File: src/design/reset_ctl_pkg.sv
// Constants and carrier types for the reset control unit
// Operation
// - Cold reset comes from supply detector or from standby exit generator.
// - Cold reset returns all non-backup registers to their default values.
// - Cold reset held low until core regulator reports its rail ready.
// - Cold, pin, both watchdogs, soft request, option loader raise system reset.
// - Standby entry raises system reset when its option bit is cleared.
// - Deep-sleep entry raises system reset when its option bit is cleared.
// - Low voltage, crystal, PLL, stall, ECC resets only when enabled.
// - System reset hits core and peripherals, spares debug port and backup.
// - Every system reset source gives a low pulse of at least 20 us.
// - Backup domain reset from software bit or backup supply power on.
package reset_ctl_pkg;
    // ----------------------------------------
    // Timing
    // ----------------------------------------
    localparam int unsigned CLK_FREQ_HZ = 50000000;
    localparam int unsigned SYS_PULSE_NS = 20000;
    // Least time, rounded up to whole cycles
    localparam int unsigned SYS_PULSE_CYCLES = (SYS_PULSE_NS * (CLK_FREQ_HZ / 1000000) + 999) / 1000;
    localparam int unsigned PULSE_CNT_W = 11;
    localparam logic [PULSE_CNT_W-1:0] PULSE_CNT_RESET = 11'h000;

    // ----------------------------------------
    // Carrier types
    // ----------------------------------------
    // Active-low reset requests from peripherals (all synchronised inside)
    typedef struct packed {
        logic window_dog_reset_n;
        logic free_dog_reset_n;
        logic soft_reset_n;
        logic option_loader_reset_n;
        logic low_volt_reset_n;
        logic crystal_loss_reset_n;
        logic pll_loss_reset_n;
        logic cpu_stall_reset_n;
        logic ecc_fault_reset_n;
    } reset_req_t;

    // Enable bits of the reset source/clock register
    typedef struct packed {
        logic low_volt_reset_en;
        logic crystal_loss_reset_en;
        logic pll_loss_reset_en;
        logic cpu_stall_reset_en;
        logic ecc_fault_reset_en;
    } reset_en_t;

    localparam int unsigned REQ_W = $bits(reset_req_t);
endpackage

File: src/design/sync2.sv
// Two flip-flop level synchroniser with a constant reset value
`timescale 1ns/10ps
module sync2 #(
    parameter logic RESET_VAL = 1'b1
) (
    input wire logic ref_clk,
    input wire logic rst,
    input wire logic d,
    output logic q
);
    logic meta_r;
    logic meta_nxt;
    logic q_nxt;

    // Next values: first stage only feeds the second
    always_comb begin
        meta_nxt = d;
        q_nxt = meta_r;
    end

    // Registers
    always_ff @(posedge ref_clk or posedge rst) begin
        if (rst) begin
            meta_r <= RESET_VAL;
            q <= RESET_VAL;
        end else begin
            meta_r <= meta_nxt;
            q <= q_nxt;
        end
    end
endmodule

File: src/design/pulse_stretch.sv
// Stretches a reset request into a minimum-length active-high pulse
`timescale 1ns/10ps
module pulse_stretch
    import reset_ctl_pkg::*;
#(
    parameter int unsigned CYCLES = SYS_PULSE_CYCLES
) (
    input wire logic ref_clk,
    input wire logic rst,
    input wire logic trigger,
    output logic active
);
    logic [PULSE_CNT_W-1:0] cnt_r;
    logic [PULSE_CNT_W-1:0] cnt_nxt;

    // Reload while trigger stands, then count down the full stretch
    always_comb begin
        cnt_nxt = cnt_r;
        if (trigger) begin
            cnt_nxt = PULSE_CNT_W'(CYCLES);
        end else if (cnt_r != PULSE_CNT_RESET) begin
            cnt_nxt = cnt_r - PULSE_CNT_W'(1);
        end
    end

    // Reset loads full count so the pulse after reset is full length too
    always_ff @(posedge ref_clk or posedge rst) begin
        if (rst) begin
            cnt_r <= PULSE_CNT_W'(CYCLES);
        end else begin
            cnt_r <= cnt_nxt;
        end
    end

    assign active = trigger || (cnt_r != PULSE_CNT_RESET);
endmodule

File: src/design/reset_control_unit.sv
// Reset control unit: cold, system and backup domain reset generation
`timescale 1ns/10ps
module reset_control_unit
    import reset_ctl_pkg::*;
#(
    parameter int unsigned PULSE_CYCLES = SYS_PULSE_CYCLES
) (
    input wire logic ref_clk,
    input wire logic rst,
    input wire logic supply_up_down_detect,
    input wire logic standby_exit,
    input wire logic regulator_ready,
    input wire logic ext_reset_pin_n,
    input wire reset_req_t reset_req,
    input wire reset_en_t reset_en,
    input wire logic standby_entry,
    input wire logic deepsleep_entry,
    input wire logic standby_entry_reset_opt,
    input wire logic deepsleep_entry_reset_opt,
    input wire logic backup_domain_reset_bit,
    input wire logic backup_supply_power_on,
    output logic cold_reset_n,
    output logic sys_reset_n,
    output logic core_reset_n,
    output logic periph_reset_n,
    output logic debug_port_reset_n,
    output logic backup_reset_n,
    output logic standby_entry_reset_n,
    output logic deepsleep_entry_reset_n
);
    // ----------------------------------------
    // Input synchronisers
    // ----------------------------------------
    localparam int unsigned NSYNC = REQ_W + 10;
    logic [NSYNC-1:0] raw_in;
    logic [NSYNC-1:0] sync_in;

    assign raw_in = {reset_req, ext_reset_pin_n, supply_up_down_detect, standby_exit,
                     regulator_ready, standby_entry, deepsleep_entry, standby_entry_reset_opt,
                     deepsleep_entry_reset_opt, backup_domain_reset_bit, backup_supply_power_on};
    // Requests idle high, events and flags idle low; options idle high (no reset)
    // A constant, since each synchroniser takes its reset value as a parameter
    localparam logic [NSYNC-1:0] SYNC_RST_VAL = {{(REQ_W + 1){1'b1}}, 1'b0, 1'b0, 1'b0, 1'b0, 1'b0,
                                                 1'b1, 1'b1, 1'b0, 1'b0};

    genvar gi;
    generate
        for (gi = 0; gi < NSYNC; gi++) begin : g_sync
            sync2 #(
                .RESET_VAL(SYNC_RST_VAL[gi])
            ) u_sync (
                .ref_clk(ref_clk),
                .rst(rst),
                .d(raw_in[gi]),
                .q(sync_in[gi])
            );
        end
    endgenerate

    reset_req_t req_s;
    logic pin_n_s;
    logic por_s;
    logic stby_exit_s;
    logic ldo_ok_s;
    logic stby_in_s;
    logic dslp_in_s;
    logic stby_opt_s;
    logic dslp_opt_s;
    logic bkp_bit_s;
    logic bkp_pon_s;

    assign {req_s, pin_n_s, por_s, stby_exit_s, ldo_ok_s, stby_in_s, dslp_in_s, stby_opt_s,
            dslp_opt_s, bkp_bit_s, bkp_pon_s} = sync_in;

    // ----------------------------------------
    // Cold reset
    // ----------------------------------------
    logic cold_hold_r;
    logic cold_hold_nxt;
    logic cold_n_r;
    logic cold_n_nxt;

    // Cold reset sources
    // Hold latches a cold event until the regulator confirms its rail.
    always_comb begin
        cold_hold_nxt = cold_hold_r;
        if (por_s || stby_exit_s) begin
            cold_hold_nxt = 1'b1;
        end else if (ldo_ok_s) begin
            cold_hold_nxt = 1'b0;
        end
        cold_n_nxt = !cold_hold_nxt && ldo_ok_s;
    end

    // Asserted from reset onward; cold reset covers everything but backup domain
    always_ff @(posedge ref_clk or posedge rst) begin
        if (rst) begin
            cold_hold_r <= 1'b1;
            cold_n_r <= 1'b0;
        end else begin
            cold_hold_r <= cold_hold_nxt;
            cold_n_r <= cold_n_nxt;
        end
    end

    assign cold_reset_n = cold_n_r;

    // ----------------------------------------
    // Option-byte entry resets
    // ----------------------------------------
    logic stby_rst_n_r;
    logic stby_rst_n_nxt;
    logic dslp_rst_n_r;
    logic dslp_rst_n_nxt;

    always_comb begin
        stby_rst_n_nxt = !(stby_in_s && !stby_opt_s);
        dslp_rst_n_nxt = !(dslp_in_s && !dslp_opt_s);
    end

    always_ff @(posedge ref_clk or posedge rst) begin
        if (rst) begin
            stby_rst_n_r <= 1'b1;
            dslp_rst_n_r <= 1'b1;
        end else begin
            stby_rst_n_r <= stby_rst_n_nxt;
            dslp_rst_n_r <= dslp_rst_n_nxt;
        end
    end

    assign standby_entry_reset_n = stby_rst_n_r;
    assign deepsleep_entry_reset_n = dslp_rst_n_r;

    // ----------------------------------------
    // System reset source collection
    // ----------------------------------------
    logic fixed_src;
    logic cond_src;
    logic any_src;

    always_comb begin
        fixed_src = !cold_n_r || !pin_n_s || !req_s.window_dog_reset_n || !req_s.free_dog_reset_n
                    || !req_s.soft_reset_n || !req_s.option_loader_reset_n
                    || !stby_rst_n_r || !dslp_rst_n_r;
        cond_src = (reset_en.low_volt_reset_en && !req_s.low_volt_reset_n)
                   || (reset_en.crystal_loss_reset_en && !req_s.crystal_loss_reset_n)
                   || (reset_en.pll_loss_reset_en && !req_s.pll_loss_reset_n)
                   || (reset_en.cpu_stall_reset_en && !req_s.cpu_stall_reset_n)
                   || (reset_en.ecc_fault_reset_en && !req_s.ecc_fault_reset_n);
        any_src = fixed_src || cond_src;
    end

    // ----------------------------------------
    // Pulse stretch and synchronous release
    // ----------------------------------------
    logic stretch_active;

    pulse_stretch #(
        .CYCLES(PULSE_CYCLES)
    ) u_stretch (
        .ref_clk(ref_clk),
        .rst(rst),
        .trigger(any_src),
        .active(stretch_active)
    );

    logic sys_n_r;
    logic sys_n_nxt;

    // Release only after stretch ends, one register stage keeps it glitch-free
    always_comb begin
        sys_n_nxt = !stretch_active;
    end

    always_ff @(posedge ref_clk or posedge rst) begin
        if (rst) begin
            sys_n_r <= 1'b0;
        end else begin
            sys_n_r <= sys_n_nxt;
        end
    end

    assign sys_reset_n = sys_n_r;

    assign core_reset_n = sys_n_r;
    assign periph_reset_n = sys_n_r;
    // Debug port follows only the cold reset, so a debugger survives system resets
    assign debug_port_reset_n = cold_n_r;

    // ----------------------------------------
    // Backup domain reset
    // ----------------------------------------
    logic bkp_n_r;
    logic bkp_n_nxt;

    always_comb begin
        bkp_n_nxt = !(bkp_bit_s || bkp_pon_s);
    end

    // Limitation: the backup domain shares this clock here, so it is reset by rst as well
    always_ff @(posedge ref_clk or posedge rst) begin
        if (rst) begin
            bkp_n_r <= 1'b0;
        end else begin
            bkp_n_r <= bkp_n_nxt;
        end
    end

    assign backup_reset_n = bkp_n_r;
endmodule

File: config.mk
export PLATFORM = sky130hd
export DESIGN_NAME = reset_control_unit
export DESIGN_NICKNAME = d
export VERILOG_FILES = /design/src/design/reset_ctl_pkg.sv /design/src/design/sync2.sv /design/src/design/pulse_stretch.sv /design/src/design/reset_control_unit.sv
export SDC_FILE = /design/constraint.sdc
export NUM_CORES = 1
export LEC_CHECK = 0
export ABC_AREA = 1
export BUFFER_PORTS_ARGS = -buffer_cell sky130_fd_sc_hd__buf_4
export CAP_MARGIN = 20
export CORE_MARGIN = 2
export CORE_UTILIZATION = 54
export CTS_CLUSTER_SIZE = 24
export DETAILED_ROUTE_END_ITERATION = 6
export PLACE_DENSITY = 0.77
export SYNTH_ARGS = -nofsm -noshare
export SYNTH_HDL_FRONTEND = slang
export SYNTH_SLANG_ARGS = --single-unit
File: constraint.sdc
create_clock -name ref_clk -period 1.72 [get_ports ref_clk]
set_input_delay 0.086 -clock ref_clk [delete_from_list [all_inputs] [get_ports ref_clk]]
set_output_delay 0.086 -clock ref_clk [all_outputs]
set_load 0.03 [all_outputs]
==> flow_summary.ini <==
[min_path]
hold-path-endpoint = core_reset_n
min-delay-path-class = primary input to register
hp-start = reset_en[3]
hold_depth = 6

[critical_path]
cp_max_fo = 6
crit_path_start_kind = register
endpoint_kind = register
timing.rr.end = u_stretch.cnt_r[0]
r2r_start = u_stretch.cnt_r[0]
crit_type = register to register
ff2ff_setup_slack_ps = 190
crit_required_ps = 1920
arrival_ps = 1730
r2r_cells = 9

[sta]
maxSlewHeadroom = 0.5772
setup_viol = 0
drv_slew = 0
min_period_over_period = 0.8881
setup_tns_ps = 0
skew_ps = 4.601
tightest_slew_ps = 634.2
rsz0062_at_grt = false
final.min_clock_period_ps = 1528
fmax_mhz = 654.7
hold_viol_final = 0

[finish]
finish.utilization = 0.7211
mostFrequentLayoutCells = buf_4 (34), dfstp_2 (33), nand2_1 (30), dfrtp_1 (22), inv_1 (21)
diodes = 0
final_common_cell = buf_4
syn_to_final_growth_pct = 28.19
filler_cell_count = 248
final_nets = 254
drive_above_1_share = 0.4405

[route]
firstDrtPassIters = 4
wirelength_mm = 3.235
dr_total_vias = 1281
viasPerCell = 4.658
drc_errors = 0
wl_per_cell_um = 11.76
drt.antenna.violating_nets = 0
drt-initial-drc-count = 76

[placed_design]
dp_hpwl_mm = 2.061
port_buffers = 33
gp_congestion = 0.8681

[cts]
clk_path_buf_depth = 2
htree_levels = 2
cts-root-buf = clkbuf_8
cts.sinks = 55
clk_pin_slew_ps = 90
clock_latency_ps = 300
cts_tree = done
cts_made_buffers = 5
post_cts_resized = 0

[global_routing]
grt_pass1_vias = 1287
groute.usage.overall = 0.1736
grt_max_degree = 56
grt-ovfl-total = 0
grt_pass1_wl_mm = 5.457
antenna_found_initial = 0

[synth]
synth_edf_count = 0
synth_top_cell_by_area = dfstp_2
synth_top_area_frac = 0.4210
synth_cell_types = 25
synth_nets = 197
synth_top_flop_cell = dfstp_2
synthTopCellsByArea = dfstp_2 (42%), dfrtp_1 (27%), nand2_1 (5.5%), inv_1 (4.0%), nor2_4 (3.8%)
synth_warnings = 0
yosysSeqAreaShare = 0.6883
async_flop_share = 1.000
synth_area_mm2 = 0.002059
ys_seq_elements = 55
syn_inst = 169
syn_avg_cell_area_um2 = 12.19

[die]
start_util = 0.5625
die_w_um = 65.76
io_pins = 34
core-area_mm2 = 0.003661
rows = 22
die_area_mm2 = 0.004324
die_h_um = 65.76

[run]
drv_cap = 0

[outcome]
status = finished clean

[power]
p_per_area_mw_per_mm2 = 857.4
ir_worst_vdd_uv = 715.9
power.leakage_nw = 1.241
==> layer usage <==
| metal | track usage | share of wire | wire length (um) | vias up |
|---|---|---|---|---|
| met5 | 0 | 0 | 0 | - |
| met4 | 0.08333 | 0.018 | 58 | 0 |
| met3 | 0.05651 | 0.030 | 98 | 5 |
| met2 | 0.3056 | 0.56 | 1811 | 19 |
| met1 | 0.1865 | 0.39 | 1267 | 632 |
| li1 | - | - | - | 625 |
==> report_power, final <==
part | internal [W] | switching (W) | total [W]
clock | 0.000329 | 0.000398 | 0.000726
combinational | 0.0000819 | 0.0000717 | 0.000154
sequential | 0.00137 | 0.0000148 | 0.00138
==> flip-flops by register name, indices dropped and copies added, names as in the netlist <==
register,cells
u_stretch.cnt_r,11
core_reset_n,1
backup_reset_n,1
cold_hold_r,1
standby_entry_reset_n,1
g_sync.u_sync.q,19
g_sync.u_sync.meta_r,19
cold_reset_n,1
deepsleep_entry_reset_n,1
==> how the worst max path moves through the flow <==
stage	from	end	slack, ps	cells after the start
global route	u_stretch.cnt_r[0]	u_stretch.cnt_r[0]	70	9
floorplan	rst	backup_reset_n	350	1
finish	u_stretch.cnt_r[0]	u_stretch.cnt_r[0]	190	9
detailed placement	u_stretch.cnt_r[0]	u_stretch.cnt_r[1]	220	9
CTS	u_stretch.cnt_r[0]	u_stretch.cnt_r[1]	200	9
global placement	u_stretch.cnt_r[0]	u_stretch.cnt_r[0]	300	9
==> per-stage QoR <==
step	setup WS (ps)	power, W	cell area (um2)	instances	hold WS (ps)
finish	192.5	0.002263	2640	275	206.3
global route	72.18	0.002355	2640	275	233.2
CTS	200.5	0.002287	2640	275	200.7
detailed placement	220.6	0.001525	2341	247	195.4
global placement	303.2	0.001516	2341	247	194.1
floorplan	345.7	0.001458	2059	169	90.48
==> repair_timing <==
item / 4_1_cts / 5_1_grt
hold endpoints to repair: 41 / 0
setup endpoints to repair: 0 / 0
setup buffers: 0 / 0
hold buffers: 20 / 0
==> logic make-up (layout without fill, tap and decap cells) <==
kind of cell,count (synthesis),in the layout,synth area share
flops,55,55,0.6883
simple gates,78,78,0.2211
buf+inv,30,88,0.06379
fa+ha+maj,2,2,0.01215
compound gates,4,4,0.01458
==> worst max-delay path: stages (launching register included) <==
cell and delay, ps:
dfrtp_1 390, inv_1 110, ha_1 170, inv_1 40
nor2_1 200, nand3_4 150, nor2_4 150, inv_2 80
nand3_1 80, nand2_1 60
==> cell type report <==
cell class / instances / area (um2) / area share
Clock buffer: 6 / 82.58 / 0.03128
Clock inverter: 2 / 16.27 / 0.006161
Multi-Input combinational cell: 84 / 510.5 / 0.1934
Tap cell: 48 / 60.06 / 0.02275
Inverter: 26 / 97.59 / 0.03697
Sequential cell: 55 / 1418 / 0.5370
Timing Repair Buffer: 54 / 455.4 / 0.1725
==> cell usage after synthesis (2+ instances only) <==
master	instances
dfstp_2	33
nand2_1	30
dfrtp_1	22
inv_1	22
nand3_1	13
nor2_1	10
nor2_4	7
nand4_1	4
nor2_2	4
buf_4	3
inv_2	3
nand2_2	3
ha_1	2
nand3_4	2
Note: power is estimated with default switching activity, not from simulation.
